### src/hw/pcgd_cfg.svh
// Purpose: Constants for the client-side byte datapath of the PCS.
// Assumes: One 125 MHz clock (312.5 MHz in 2.5G mode).
// Notes: Codes are the receive-side control values on the data lines.
`ifndef PCGD_CFG_SVH
`define PCGD_CFG_SVH

// Receive data codes; all but idle are driven with the error line high
`define PCGD_CODE_EXTEND 8'h0f
`define PCGD_CODE_LATE_ERR 8'h1f
`define PCGD_CODE_FALSE_CARRIER 8'h0e
`define PCGD_CODE_IDLE 8'h00

// Byte repetition counts per line speed
`define PCGD_REPEAT_100M 10
`define PCGD_REPEAT_10M 100

// Frame framing lengths expected from the client
`define PCGD_PREAMBLE_BYTES 8
`define PCGD_FCS_BYTES 4

// Clock rates in MHz, nominal and overclocked
`define PCGD_CLK_MHZ_1G 125
`define PCGD_CLK_MHZ_2G5 312

// Transmit buffer depth in entries
`define PCGD_TXBUF_DEPTH 2

`endif

### src/hw/pcgd_pkg.sv
// Purpose: Types shared by both ends of the client byte datapath.
// Assumes: Constants come from pcgd_cfg.svh.
// Notes: Speed and receive symbol kinds are enumerations.
package pcgd_pkg;

  // Line speed selection
  typedef enum logic [1:0] {
    PCGD_SPD_10M = 2'h0,
    PCGD_SPD_100M = 2'h1,
    PCGD_SPD_1G = 2'h2
  } pcgd_speed_t;

  // Kind of received symbol handed over by the decoder
  typedef enum logic [2:0] {
    PCGD_RK_IDLE = 3'h0,
    PCGD_RK_DATA = 3'h1,
    PCGD_RK_DATA_ERR = 3'h2,
    PCGD_RK_EXTEND = 3'h3,
    PCGD_RK_LATE_ERR = 3'h4,
    PCGD_RK_FALSE_CARRIER = 3'h5
  } pcgd_rx_kind_t;

  // Transmit pacing states of the client end, one-hot
  typedef enum logic [1:0] {
    PCGD_TX_LOAD = 2'b01,
    PCGD_TX_HOLD = 2'b10
  } pcgd_tx_state_t;

  // Repeat count minus one for a speed; 2.5G forces no repetition
  function automatic logic [6:0] pcgd_rep_last(input pcgd_speed_t spd,
                                               input logic mode_2g5,
                                               input logic [6:0] r100,
                                               input logic [6:0] r10);
    logic [6:0] res;
    res = 7'h00;
    if (!mode_2g5) begin
      case (spd)
        PCGD_SPD_100M: res = r100 - 7'h01;
        PCGD_SPD_10M: res = r10 - 7'h01;
        default: res = 7'h00;
      endcase
    end
    return res;
  endfunction : pcgd_rep_last

endpackage : pcgd_pkg

### src/hw/pcgd_if.sv
// Purpose: Byte-wide client interface between client and PCS ends.
// Assumes: Both ends on mclk; no clocking block.
// Notes: tx_ready is back-pressure from the PCS transmit buffer.
`timescale 1ns/100ps
`default_nettype none
interface pcgd_if;
  logic [7:0] tx_data; // Transmit byte
  logic tx_en; // Frame window
  logic client_tx_error; // Error injection
  logic tx_ready; // PCS can take a byte
  logic [7:0] rx_data; // Receive byte or code
  logic rx_dv; // Receive data valid
  logic client_rx_error; // Receive error
  logic [4:0] rx_cg_ind; // Code group reception indicators
  logic rx_disp_err; // Running disparity error
  logic rx_not_in_table; // Invalid code group

  // PCS end
  modport pcs (
    input tx_data, tx_en, client_tx_error,
    output tx_ready, rx_data, rx_dv, client_rx_error,
    output rx_cg_ind, rx_disp_err, rx_not_in_table
  );
  // Client end
  modport client (
    output tx_data, tx_en, client_tx_error,
    input tx_ready, rx_data, rx_dv, client_rx_error,
    input rx_cg_ind, rx_disp_err, rx_not_in_table
  );
endinterface : pcgd_if
`default_nettype wire

### src/hw/pcgd_pcs_end.sv
// Purpose: PCS end of the client byte datapath, transmit and receive.
// Assumes: Decoder symbols arrive on mclk with valid/ready.
// Notes: Receive bytes are repeated per speed; transmit is buffered.
//
// Summary of operation
// [RULE1] 2.5G mode: one byte per overclocked cycle
// [RULE2] Client sends preamble with SFD, payload, FCS
// [RULE3] Transmit bytes carried as plain data
// [RULE4] Transmit error carried through to partner
// [RULE5] Receiving client tolerates lost preamble bytes
// [RULE6] Carrier extension: error high, code 0x0F
// [RULE7] Error during valid marks errored frame
// [RULE8] Late error in extension: code 0x1F
// [RULE9] False carrier signalled on corrupt start, noise
// [RULE10] Code group indicators aligned with data
// [RULE11] Disparity error pulses with offending group
// [RULE12] Not-in-table error same timing as disparity
// [RULE13] SGMII timing same; no 250/25 Mb/s
// [RULE14] Client holds transmit bytes ten cycles
// [RULE15] Client holds transmit bytes hundred cycles
// [RULE16] Client keeps interframe gap legal
// [RULE17] Transmit bytes are full eight bits
// [RULE18] Receive bytes repeated ten cycles at 100M
// [RULE19] Receive bytes repeated hundred cycles at 10M
// [RULE20] Receiving client samples each byte once
// [RULE21] False carrier: error, no valid, code
// [RULE22] Reset clears valid, error and status
`timescale 1ns/100ps
`default_nettype none
`include "pcgd_cfg.svh"
module pcgd_pcs_end
  import pcgd_pkg::*;
#(
  parameter int REP_100M = `PCGD_REPEAT_100M,
  parameter int REP_10M = `PCGD_REPEAT_10M,
  parameter int TXBUF_DEPTH = `PCGD_TXBUF_DEPTH
) (
  input wire logic mclk,
  input wire logic rstn,
  pcgd_if.pcs cif,
  input wire pcgd_speed_t speed,
  input wire logic mode_2g5,
  output logic [7:0] line_tx_data,
  output logic line_tx_en,
  output logic line_tx_err,
  output logic line_tx_valid,
  input wire logic line_tx_ready,
  input wire logic line_rx_valid,
  output logic line_rx_ready,
  input wire pcgd_rx_kind_t line_rx_kind,
  input wire logic [7:0] line_rx_data,
  input wire logic [4:0] line_rx_cg_ind,
  input wire logic line_rx_disp_err,
  input wire logic line_rx_not_in_table,
  output logic speed_unsupported
);

  // Parameter checks: counts must fit the 7-bit repeat counter
  initial begin
    if (REP_100M < 1 || REP_100M > 127 || REP_10M < 1 || REP_10M > 127)
      $error("pcgd_pcs_end: repeat counts out of range");
    if (TXBUF_DEPTH != 2)
      $error("pcgd_pcs_end: transmit buffer has exactly two entries");
  end

  localparam logic [6:0] REP100_W = 7'(REP_100M);
  localparam logic [6:0] REP10_W = 7'(REP_10M);

  // Transmit buffer storage: {en, err, data}
  logic [9:0] tbuf_r [0:1];
  logic tbuf_wp_r; // Write slot
  logic tbuf_rp_r; // Read slot
  logic [1:0] tbuf_cnt_r; // Entries held
  logic tbuf_push; // Byte taken from client
  logic tbuf_pop; // Byte taken by line side

  // Receive repetition and held outputs
  logic [6:0] rep_last; // Last repeat index for speed
  logic [6:0] rep_cnt_r; // Cycles left on held byte
  logic [7:0] rx_data_r;
  logic rx_dv_r;
  logic rx_er_r;
  logic [4:0] rx_cg_r;
  logic rx_disp_r;
  logic rx_nit_r;
  logic rx_take; // New decoder symbol accepted
  logic spd_bad_r; // Unsupported rate seen in 2.5G

  // Rate selection; 2.5G ignores the slow rates entirely
  assign rep_last = pcgd_rep_last(speed, mode_2g5, REP100_W,
                                  REP10_W); // see [RULE13]

  // Flag a slow rate requested in 2.5G mode
  always_ff @(posedge mclk) begin
    if (!rstn) begin
      spd_bad_r <= 1'b0;
    end else begin
      spd_bad_r <= mode_2g5 && (speed != PCGD_SPD_1G); // see [RULE13]
    end
  end
  assign speed_unsupported = spd_bad_r;

  // Transmit: every cycle offers one byte, taken only when room exists
  // Back-pressure rather than loss: the client must hold on tx_ready low
  assign cif.tx_ready = (tbuf_cnt_r != 2'h2);
  assign tbuf_push = cif.tx_ready; // see [RULE1]
  assign tbuf_pop = (tbuf_cnt_r != 2'h0) && line_tx_ready;

  // Buffer write; fields are never inspected, so no frame parsing
  always_ff @(posedge mclk) begin
    if (!rstn) begin
      tbuf_wp_r <= 1'b0;
    end else if (tbuf_push) begin
      tbuf_wp_r <= ~tbuf_wp_r;
    end
  end

  // Buffer data slots, no reset needed on payload
  always_ff @(posedge mclk) begin
    if (tbuf_push) begin
      // Error kept alongside data so the partner sees it
      tbuf_r[tbuf_wp_r] <= {cif.tx_en, cif.client_tx_error,
                            cif.tx_data}; // see [RULE3] see [RULE4]
    end
  end

  // Buffer read pointer
  always_ff @(posedge mclk) begin
    if (!rstn) begin
      tbuf_rp_r <= 1'b0;
    end else if (tbuf_pop) begin
      tbuf_rp_r <= ~tbuf_rp_r;
    end
  end

  // Occupancy count
  always_ff @(posedge mclk) begin
    if (!rstn) begin
      tbuf_cnt_r <= 2'h0;
    end else if (tbuf_push && !tbuf_pop) begin
      tbuf_cnt_r <= tbuf_cnt_r + 2'h1;
    end else if (tbuf_pop && !tbuf_push) begin
      tbuf_cnt_r <= tbuf_cnt_r - 2'h1;
    end
  end

  // Line side view of the head entry; data comes from flip-flops
  assign line_tx_valid = (tbuf_cnt_r != 2'h0);
  assign line_tx_en = tbuf_r[tbuf_rp_r][9];
  // Error only counts inside the enable window
  assign line_tx_err = tbuf_r[tbuf_rp_r][9] &&
                       tbuf_r[tbuf_rp_r][8]; // see [RULE4]
  assign line_tx_data = tbuf_r[tbuf_rp_r][7:0]; // see [RULE17]

  // Receive: next symbol wanted when current byte has run its repeats
  assign line_rx_ready = (rep_cnt_r == 7'h00);
  assign rx_take = line_rx_ready && line_rx_valid;

  // Repeat counter; loads on a new symbol, counts down otherwise
  always_ff @(posedge mclk) begin
    if (!rstn) begin
      rep_cnt_r <= 7'h00;
    end else if (rx_take) begin
      rep_cnt_r <= rep_last; // see [RULE18] see [RULE19]
    end else if (rep_cnt_r != 7'h00) begin
      rep_cnt_r <= rep_cnt_r - 7'h01;
    end
  end

  // Output mapping per symbol kind; held unchanged while repeating
  always_ff @(posedge mclk) begin
    if (!rstn) begin
      rx_data_r <= `PCGD_CODE_IDLE;
      rx_dv_r <= 1'b0; // see [RULE22]
      rx_er_r <= 1'b0;
    end else if (rx_take) begin
      case (line_rx_kind)
        PCGD_RK_DATA: begin
          rx_data_r <= line_rx_data;
          rx_dv_r <= 1'b1;
          rx_er_r <= 1'b0;
        end
        PCGD_RK_DATA_ERR: begin
          // Errored frame byte keeps valid high
          rx_data_r <= line_rx_data;
          rx_dv_r <= 1'b1;
          rx_er_r <= 1'b1; // see [RULE7]
        end
        PCGD_RK_EXTEND: begin
          // Not an error, legal even on full duplex
          rx_data_r <= `PCGD_CODE_EXTEND;
          rx_dv_r <= 1'b0;
          rx_er_r <= 1'b1; // see [RULE6]
        end
        PCGD_RK_LATE_ERR: begin
          rx_data_r <= `PCGD_CODE_LATE_ERR;
          rx_dv_r <= 1'b0;
          rx_er_r <= 1'b1; // see [RULE8]
        end
        PCGD_RK_FALSE_CARRIER: begin
          // Corrupt start code or line noise
          rx_data_r <= `PCGD_CODE_FALSE_CARRIER;
          rx_dv_r <= 1'b0;
          rx_er_r <= 1'b1; // see [RULE9] see [RULE21]
        end
        default: begin
          rx_data_r <= `PCGD_CODE_IDLE;
          rx_dv_r <= 1'b0;
          rx_er_r <= 1'b0;
        end
      endcase
    end else if (rep_cnt_r == 7'h00) begin
      // Decoder starved: drop to idle rather than stretch a byte
      rx_data_r <= `PCGD_CODE_IDLE;
      rx_dv_r <= 1'b0;
      rx_er_r <= 1'b0;
    end
  end

  // Status indicators registered with the same symbol as the data
  // Error pulses last one cycle, marking the offending group only
  always_ff @(posedge mclk) begin
    if (!rstn) begin
      rx_cg_r <= 5'h00; // see [RULE22]
      rx_disp_r <= 1'b0;
      rx_nit_r <= 1'b0;
    end else if (rx_take) begin
      rx_cg_r <= line_rx_cg_ind; // see [RULE10]
      rx_disp_r <= line_rx_disp_err; // see [RULE11]
      rx_nit_r <= line_rx_not_in_table; // see [RULE12]
    end else begin
      rx_cg_r <= (rep_cnt_r == 7'h00) ? 5'h00 : rx_cg_r;
      rx_disp_r <= 1'b0;
      rx_nit_r <= 1'b0;
    end
  end

  // Drive the client receive lines from flip-flops
  assign cif.rx_data = rx_data_r;
  assign cif.rx_dv = rx_dv_r;
  assign cif.client_rx_error = rx_er_r;
  assign cif.rx_cg_ind = rx_cg_r;
  assign cif.rx_disp_err = rx_disp_r;
  assign cif.rx_not_in_table = rx_nit_r;

endmodule : pcgd_pcs_end
`default_nettype wire

### src/flat_wrapper.sv
// flat-port wrapper written by rule: the top's interface ports become plain ports
module pcgd_pcs_end_flat import pcgd_pkg::*;
#(
  parameter int REP_100M = `PCGD_REPEAT_100M,
  parameter int REP_10M = `PCGD_REPEAT_10M,
  parameter int TXBUF_DEPTH = `PCGD_TXBUF_DEPTH
)
  (mclk, rstn, speed, mode_2g5, line_tx_data, line_tx_en, line_tx_err, line_tx_valid, line_tx_ready, line_rx_valid, line_rx_ready, line_rx_kind, line_rx_data, line_rx_cg_ind, line_rx_disp_err, line_rx_not_in_table, speed_unsupported, cif_tx_data, cif_tx_en, cif_client_tx_error, cif_tx_ready, cif_rx_data, cif_rx_dv, cif_client_rx_error, cif_rx_cg_ind, cif_rx_disp_err, cif_rx_not_in_table);
  pcgd_if cif_i ();
  input wire logic mclk;
  input wire logic rstn;
  input wire pcgd_speed_t speed;
  input wire logic mode_2g5;
  output logic [7:0] line_tx_data;
  output logic line_tx_en;
  output logic line_tx_err;
  output logic line_tx_valid;
  input wire logic line_tx_ready;
  input wire logic line_rx_valid;
  output logic line_rx_ready;
  input wire pcgd_rx_kind_t line_rx_kind;
  input wire logic [7:0] line_rx_data;
  input wire logic [4:0] line_rx_cg_ind;
  input wire logic line_rx_disp_err;
  input wire logic line_rx_not_in_table;
  output logic speed_unsupported;
  input wire logic [$bits(cif_i.tx_data)-1:0] cif_tx_data;
  input wire logic [$bits(cif_i.tx_en)-1:0] cif_tx_en;
  input wire logic [$bits(cif_i.client_tx_error)-1:0] cif_client_tx_error;
  output wire logic [$bits(cif_i.tx_ready)-1:0] cif_tx_ready;
  output wire logic [$bits(cif_i.rx_data)-1:0] cif_rx_data;
  output wire logic [$bits(cif_i.rx_dv)-1:0] cif_rx_dv;
  output wire logic [$bits(cif_i.client_rx_error)-1:0] cif_client_rx_error;
  output wire logic [$bits(cif_i.rx_cg_ind)-1:0] cif_rx_cg_ind;
  output wire logic [$bits(cif_i.rx_disp_err)-1:0] cif_rx_disp_err;
  output wire logic [$bits(cif_i.rx_not_in_table)-1:0] cif_rx_not_in_table;
  assign cif_i.tx_data = cif_tx_data;
  assign cif_i.tx_en = cif_tx_en;
  assign cif_i.client_tx_error = cif_client_tx_error;
  assign cif_tx_ready = cif_i.tx_ready;
  assign cif_rx_data = cif_i.rx_data;
  assign cif_rx_dv = cif_i.rx_dv;
  assign cif_client_rx_error = cif_i.client_rx_error;
  assign cif_rx_cg_ind = cif_i.rx_cg_ind;
  assign cif_rx_disp_err = cif_i.rx_disp_err;
  assign cif_rx_not_in_table = cif_i.rx_not_in_table;
  pcgd_pcs_end #(.REP_100M(REP_100M), .REP_10M(REP_10M), .TXBUF_DEPTH(TXBUF_DEPTH)) u_core (.mclk(mclk), .rstn(rstn), .cif(cif_i), .speed(speed), .mode_2g5(mode_2g5), .line_tx_data(line_tx_data), .line_tx_en(line_tx_en), .line_tx_err(line_tx_err), .line_tx_valid(line_tx_valid), .line_tx_ready(line_tx_ready), .line_rx_valid(line_rx_valid), .line_rx_ready(line_rx_ready), .line_rx_kind(line_rx_kind), .line_rx_data(line_rx_data), .line_rx_cg_ind(line_rx_cg_ind), .line_rx_disp_err(line_rx_disp_err), .line_rx_not_in_table(line_rx_not_in_table), .speed_unsupported(speed_unsupported));
endmodule
### config.mk
export PLATFORM = sky130hd
export DESIGN_NAME = pcgd_pcs_end_flat
export DESIGN_NICKNAME = d
export VERILOG_FILES = /design/src/hw/pcgd_pkg.sv /design/src/hw/pcgd_if.sv /design/src/hw/pcgd_pcs_end.sv /design/src/flat_wrapper.sv
export VERILOG_INCLUDE_DIRS = /design/src /design/src/hw
export SDC_FILE = /design/constraint.sdc
export NUM_CORES = 1
export LEC_CHECK = 0
export ABC_CLOCK_PERIOD_IN_PS = 3100
export BUFFER_PORTS_ARGS = -buffer_cell sky130_fd_sc_hd__buf_2
export CAP_MARGIN = 5
export CELL_PAD_IN_SITES_DETAIL_PLACEMENT = 0
export CELL_PAD_IN_SITES_GLOBAL_PLACEMENT = 1
export CORE_MARGIN = 2
export CORE_UTILIZATION = 35
export CTS_BUF_LIST = sky130_fd_sc_hd__clkbuf_2 sky130_fd_sc_hd__clkbuf_4 sky130_fd_sc_hd__clkbuf_8
export DETAILED_ROUTE_END_ITERATION = 8
export PLACE_DENSITY = 0.72
export RECOVER_POWER = 25
export SLEW_MARGIN = 20
export SYNTH_ARGS = -nofsm -noshare
export SYNTH_HDL_FRONTEND = slang
export SYNTH_SLANG_ARGS = --single-unit
export TNS_END_PERCENT = 100
### constraint.sdc
create_clock -name mclk -period 3.1 [get_ports mclk]
set_input_delay 0.31 -clock mclk [delete_from_list [all_inputs] [get_ports mclk]]
set_output_delay 0.31 -clock mclk [all_outputs]
set_load 0.01 [all_outputs]
==> metrics.md, run 1 <==
| Metric | Value |
|---|---|
| Final Max Tran Viols | 0 |
| Post-synthesis sequential area ratio | 0.6122 |
| Slew margin rel. | 0.4116 |
| Largest stage delay, worst path | 0.69 ns |
| Setup CP Type | reg -> out |
| Worst r2r src | u_core.rep_cnt_r[0] |
| GP Congestion | 0.7497 |
| Vias/cell | 4.724 |
| YS warnings | 0 |
| Final Skew | 0.004172 ns |
| Postcts setup bufs | 0 |
| Post-detailed-route wirelength per cell | 13.01 um |
| Max clock buf depth | 2 |
| Finish-stage setup viols | 0 |
| CTS tree | done |
| Reg2reg end | u_core.cif.rx_cg_ind[0] |
| Worst Hold Class | in -> reg |
| Worst VDD drop | 0.3779 mV |
| Final wirelength | 3955 um |
| Clock-pin transition on the worst setup and hold timing paths | 0.08 ns |
| Count of buffers from port buffering | 65 |
| Row count | 27 |
| Hold Path Origin | cif_client_tx_error |
| Die area | 6220 sq um |
| Clk pwr share | 0.211 |
| Area of the mapped netlist | 1962 sq um |
| GRT Resource Usage Total | 0.1333 |
| Syn nets | 200 |
| R2R depth | 7 |
| First-pass GRT wire length | 6548 um |
| Hold Path Depth | 1 |
| Power Dens Cells | 704.6 nW/um^2 |
| Most frequent cells in the layout | 58 x buf_2, 30 x dfxtp_1, 20 x edfxtp_1 |
| CP Data Required Time | 2.79 ns |
| Crit-path slowest cell | or4_1 |
| R2r setup slk | 0.65 ns |
| Commonest non-fill, non-tap cell in the layout | buf_2 |
| P_int | 0.001166 W |
| Fin. Hold Viols | 0 |
| Worst Setup Slack, final | 0.3688 ns |
| Cells after synthesis | 164 |
| Fmax | 366.1 MHz |
| Max cap viols | 0 |
| CP arrival | 2.42 ns |
| Static Leakage | 1.006 nW |
| Outcome | finished clean |
| DP Worst Slack | 0.6608 ns |
| Clk sinks | 50 |
| Post-layout minimum cycle time | 2.731 ns |
| Worst-path cell chain | inv_1 > ha_1 > or3b_4 > or4_1 > clkinv_2 > buf_2 |
| RSZ-0062 raised after global routing | false |
| Layout cell share with drive strength beyond 1 | 0.3578 |
| Crit path buffers/inverters | 3 |
| Diodes inserted | 0 |
| CTS buffer count | 5 |
| Asr flop ratio synth | 0 |
| Layout Nets | 267 |
| Detailed-route DRC error count | 0 |
| Switch share | 0.3178 |
| Measured slew at the worst slew-check pin | 0.8808 ns |
| CP Launch Type | flip-flop |
| Top_reg_cell synth | dfxtp_1 |
| Core Area | 5473 sq um |
| Hold buffers post-CTS | 0 |
| Post-DP HPWL | 2895 um |
| Antenna viol nets, final | 0 |
| Syn Area/Cell | 11.96 sq um |
| Die X | 78.87 um |
| Comb pwr share | 0.296 |
| Period Utilization, post-route | 0.8810 |
| Reg power frac | 0.493 |
| Area Overhead vs Synth | 23.66% |
| Height of the die | 78.87 um |
| I/O pin count | 66 |
| Netlist cell types | 41 |
| Post-CTS sizing | 0 |
| Number of flops mapped to enable cells by yosys | 20 |
| CP delay by family, top | simple AND/OR/NAND/NOR gates |
| First-pass DRT Iterations | 4 |
| Total grt overflow | 0 |
| Initial core utilization | 0.3585 |
| Vias in the first global route | 1468 |
| P_sw | 0.0005433 W |
| Initial antenna violation count | 0 |
| Later-pin clock latency in the skew report | 0.30 ns |
| CP endpoint kind | output port |
| Initial DRC count | 54 |
| Routed vias | 1436 |
| Largest net degree at the start of global routing | 22 |
| CP max FO | 14 |
| Setup TNS | 0 ns |
| Register bit total from synthesis | 50 |
| CTS H-tree depth | 2 |
| Root Buffer | clkbuf_8 |
| Worst min-delay path endpoint | u_core.tbuf_r[1][8] |
==> power by group through the flow <==
| stage | logic [W] | registers (W) | clock network (W) |
|---|---|---|---|
| after floorplan | 0.000372 | 0.000855 | 0 |
| after global placement | 0.000502 | 0.000857 | 0 |
| after detailed placement | 0.000508 | 0.000857 | 0 |
| after CTS | 0.000511 | 0.000844 | 0.000372 |
| after global routing | 0.000567 | 0.000857 | 0.000408 |
| final | 0.000505 | 0.000843 | 0.000361 |
==> registers in the layout, indices dropped and copies added (netlist names), 2 cells and up, named ones only <==
| signal | cells |
|---|---|
| u_core.cif.rx_cg_ind | 5 |
| u_core.tbuf_r | 20 |
| u_core.cif.rx_data | 8 |
| u_core.tbuf_cnt_r | 2 |
| u_core.rep_cnt_r | 7 |
==> metal layers <==
layer  track usage  routed length [um]
met1        0.1659                1827
met2        0.2188                1793
met3       0.04205                 276
met4       0.04655                  57
met5             0                   0
==> worst reg2reg max path, cell delays in order, from the launching register on <==
cell      delay, ns
dfxtp_1        0.35
inv_1          0.07
ha_1           0.20
or3b_4         0.44
or4_1          0.69
clkinv_2       0.22
nor2_2         0.10
a22o_1         0.28
==> cells by family (layout without fill, tap and decap cells) <==
group,Yosys count,count (layout),share of synthesized area
and+or+nand+nor,50,50,0.1397
AOI/OAI and AO/OA,35,35,0.1263
muxes,11,11,0.06250
adders and majority gates,1,1,0.006377
DFF,50,50,0.6122
buffers and inverters,11,79,0.02614
xor gates and xnor gates,6,6,0.02679
==> through the flow <==
stage	instance area [sq um]	hold slack (ns)	std cells	power, W	utilization
final	2426	0.1997	304	0.001709	0.4433
after global routing	2426	0.1799	304	0.001832	0.4433
after CTS	2435	0.1927	304	0.001727	0.4449
after detailed placement	2350	0.4480	296	0.001366	0.4294
after global placement	2350	0.4499	296	0.001359	0.4294
after floorplan	1962	0.4011	164	0.001227	-
==> worst max-delay path by stage <==
stage                        start                       to  slack [ns]  cells after the start
6_report       u_core.rep_cnt_r[0]            line_rx_ready        0.37                      6
5_1_grt        u_core.rep_cnt_r[0]            line_rx_ready        0.21                      6
4_1_cts        u_core.rep_cnt_r[0]            line_rx_ready        0.35                      6
3_5_place_dp   u_core.rep_cnt_r[0]  u_core.cif.rx_cg_ind[0]        0.66                      7
3_3_place_gp   u_core.rep_cnt_r[0]  u_core.cif.rx_cg_ind[3]        0.72                      7
2_1_floorplan  u_core.rep_cnt_r[0]  u_core.cif.rx_cg_ind[0]        1.09                      8
==> Yosys cell counts (2+ instances only) <==
cell | count | area (sq um)
dfxtp_1 | 30 | 600.6
edfxtp_1 | 20 | 600.6
nor2_1 | 17 | 63.81
a21oi_1 | 12 | 60.06
mux2_2 | 10 | 112.6
nand2_1 | 9 | 33.78
a22o_1 | 5 | 43.79
inv_1 | 5 | 18.77
and2_1 | 4 | 25.02
a222oi_1 | 3 | 30.03
a22oi_1 | 3 | 22.52
clkbuf_1 | 3 | 11.26
nand2b_1 | 3 | 18.77
nor3b_1 | 3 | 22.52
o21ai_0 | 3 | 15.01
xnor2_1 | 3 | 26.28
xor2_1 | 3 | 26.28
nand3_1 | 2 | 10.01
nor3_1 | 2 | 10.01
o2bb2ai_1 | 2 | 17.52
or4_1 | 2 | 15.01
==> final cells by class <==
cell class | instances | area [sq um]
multi-input cells | 103 | 709.4
repair buffers | 65 | 316.6
clock buffers | 6 | 76.32
clock inverters | 2 | 8.758
well taps | 72 | 90.09
flip-flops and latches | 50 | 1201
fillers | 557 | 3047
inverters | 6 | 23.77
(Power assumes the default switching activity.)
==> inputs of run 2 (changes only) <==
==> constraint.sdc (replaced) <==
create_clock -name mclk -period 3.1 [get_ports mclk]
set_input_delay 0.31 -clock mclk [delete_from_list [all_inputs] [get_ports mclk]]
set_output_delay 0.31 -clock mclk [all_outputs]
set_load 0.02 [all_outputs]
==> metrics.md, run 2 (synthesis results as in run 1) <==
| Metric | Value |
|---|---|
| Outcome | finished clean |
| CP arrival | 2.42 ns (about the same) |
| Detailed-route DRC error count | 0 (unchanged) |
| Clk sinks | 50 (unchanged) |
| Hold Path Depth | 1 (unchanged) |
| Worst min-delay path endpoint | u_core.tbuf_r[1][4] |
| Final Skew | 0.002925 ns (-0.001247 ns) |
| RSZ-0062 raised after global routing | false |
| GRT Resource Usage Total | 0.1207 (-0.01253) |
| Worst Hold Class | in -> reg |
| CP Data Required Time | 2.79 ns (about the same) |
| CP max FO | 14 (unchanged) |
| CP delay by family, top | simple AND/OR/NAND/NOR gates |
| Final wirelength | 3719 um (-6.0%) |
| Count of buffers from port buffering | 65 (unchanged) |
| Most frequent cells in the layout | 58 x buf_2, 30 x dfxtp_1, 20 x edfxtp_1 |
| DP Worst Slack | 0.6858 ns (+0.02507 ns) |
| Core Area | 5473 sq um (unchanged) |
| Die area | 6220 sq um (unchanged) |
| Hold buffers post-CTS | 0 (unchanged) |
| Power Dens Cells | 743.5 nW/um^2 (+5.5%) |
| Final Max Tran Viols | 0 (unchanged) |
| Height of the die | 78.87 um (unchanged) |
| Slew margin rel. | 0.4182 (+0.006572) |
| Measured slew at the worst slew-check pin | 0.8710 ns (-0.009836 ns) |
| Post-detailed-route wirelength per cell | 12.23 um (-6.0%) |
| Worst r2r src | u_core.rep_cnt_r[0] |
| Layout cell share with drive strength beyond 1 | 0.3578 (unchanged) |
| Largest stage delay, worst path | 0.68 ns (about the same) |
| Vias/cell | 4.707 (-0.35%) |
| Final Total Pwr | 0.001822 W (+6.6%) |
| Setup CP Type | reg -> out |
| Fmax | 366.1 MHz (about the same) |
| Total grt overflow | 0 (unchanged) |
| CTS H-tree depth | 2 (unchanged) |
| I/O pin count | 66 (unchanged) |
| Max cap viols | 0 (unchanged) |
| Crit path buffers/inverters | 3 (unchanged) |
| Area Overhead vs Synth | 24.94% |
| Die X | 78.87 um (unchanged) |
| Fin. Hold Viols | 0 (unchanged) |
| First-pass GRT wire length | 5947 um (-9.2%) |
| Vias in the first global route | 1370 (-6.7%) |
| Setup TNS | 0 ns (unchanged) |
| Initial core utilization | 0.3585 (unchanged) |
| Post-layout minimum cycle time | 2.731 ns (+0.00009000 ns) |
| Largest net degree at the start of global routing | 22 (unchanged) |
| Crit-path slowest cell | or4_1 |
| Diodes inserted | 0 (unchanged) |
| Fin util | 0.4479 (+0.004573) |
| CTS tree | done |
| R2R depth | 7 (unchanged) |
| Root Buffer | clkbuf_8 |
| CP endpoint kind | output port |
| Row count | 27 (unchanged) |
| Antenna viol nets, final | 0 (unchanged) |
| Postcts setup bufs | 0 (unchanged) |
| Initial DRC count | 40 (-26%) |
| Finish-stage setup viols | 0 (unchanged) |
| Worst Setup Slack, final | 0.3688 ns (-0.00009000 ns) |
| R2r setup slk | 0.69 ns (+0.04 ns) |
| Post-CTS sizing | 0 (unchanged) |
| Hold Path Origin | cif_tx_data[4] |
| Routed vias | 1431 (-0.35%) |
| Post-DP HPWL | 2796 um (-3.4%) |
| Clock-pin transition on the worst setup and hold timing paths | 0.08 ns (about the same) |
| CP Launch Type | flip-flop |
| Layout Nets | 267 (unchanged) |
| Static Leakage | 1.016 nW (+0.96%) |
| Worst-path cell chain | inv_1 > ha_1 > or3b_4 > or4_1 > clkinv_2 > buf_2 |
| Biggest register | u_core.tbuf_r |
| Worst VDD drop | 0.3392 mV (-10%) |
| GP Congestion | 0.7594 (+1.3%) |
| Period Utilization, post-route | 0.8810 (about the same) |
| Commonest non-fill, non-tap cell in the layout | buf_2 |
| Layout fillers | 542 (-2.7%) |
| CTS buffer count | 5 (unchanged) |
| Max clock buf depth | 2 (unchanged) |
| Later-pin clock latency in the skew report | 0.29 ns (about the same) |
| Initial antenna violation count | 0 (unchanged) |
| First-pass DRT Iterations | 4 (unchanged) |
| Largest register FFs | 20 (unchanged) |
| Reg2reg end | u_core.cif.rx_cg_ind[2] |
-- run 2: stage by stage --
step                instances  cell area (sq um)  hold WS, ns
finish                    304               2451       0.2037
global route              304               2451       0.1877
CTS                       304               2460       0.1918
detailed placement        296               2350       0.4495
global placement          296               2350       0.4558
floorplan                 164               1962       0.4011
-- run 2: worst max path at each step --
stage	from	endpoint	slack, ns	depth (start not counted)
2_1_floorplan	u_core.rep_cnt_r[0]	u_core.cif.rx_cg_ind[0]	1.05	8
3_3_place_gp	u_core.rep_cnt_r[0]	line_rx_ready	0.70	6
3_5_place_dp	u_core.rep_cnt_r[0]	line_rx_ready	0.69	6
4_1_cts	u_core.rep_cnt_r[0]	line_rx_ready	0.36	6
5_1_grt	u_core.rep_cnt_r[0]	line_rx_ready	0.22	6
6_report	u_core.rep_cnt_r[0]	line_rx_ready	0.37	6
-- run 2: per-layer routing --
layer,vias to the layer above,track usage,wire length (um)
met1,644,0.1474,1676
met4,0,0.03103,36
met5,-,0,0
met2,53,0.2060,1713
met3,5,0.03977,293
li1,729,-,-
-- run 2: report_power, final --
part / total (W) / switching, W / internal [W] / leakage, nW
clock network: 0.000439 / 0.000193 / 0.000247 / 0.0563
registers: 0.000840 / 0.0000583 / 0.000782 / 0.440
logic: 0.000543 / 0.000323 / 0.000220 / 0.519
total: 0.00182 / 0.000574 / 0.00125 / 1.02
-- run 2: final cells by class --
class | instances | area [sq um] | area share
Inverter | 6 | 23.77 | 0.009699
Clock inverter | 2 | 33.78 | 0.01378
Tap cell | 72 | 90.09 | 0.03675
Multi-Input combinational cell | 103 | 709.4 | 0.2894
Clock buffer | 6 | 76.32 | 0.03114
Timing Repair Buffer | 65 | 316.6 | 0.1291
Sequential cell | 50 | 1201 | 0.4900
-- run 2: worst register-to-register path: stages (launching register included) --
cell	delay, ns
dfxtp_1	0.35
inv_1	0.07
ha_1	0.19
or3b_4	0.44
or4_1	0.68
clkinv_2	0.21
nor2_2	0.10
a22o_1	0.27
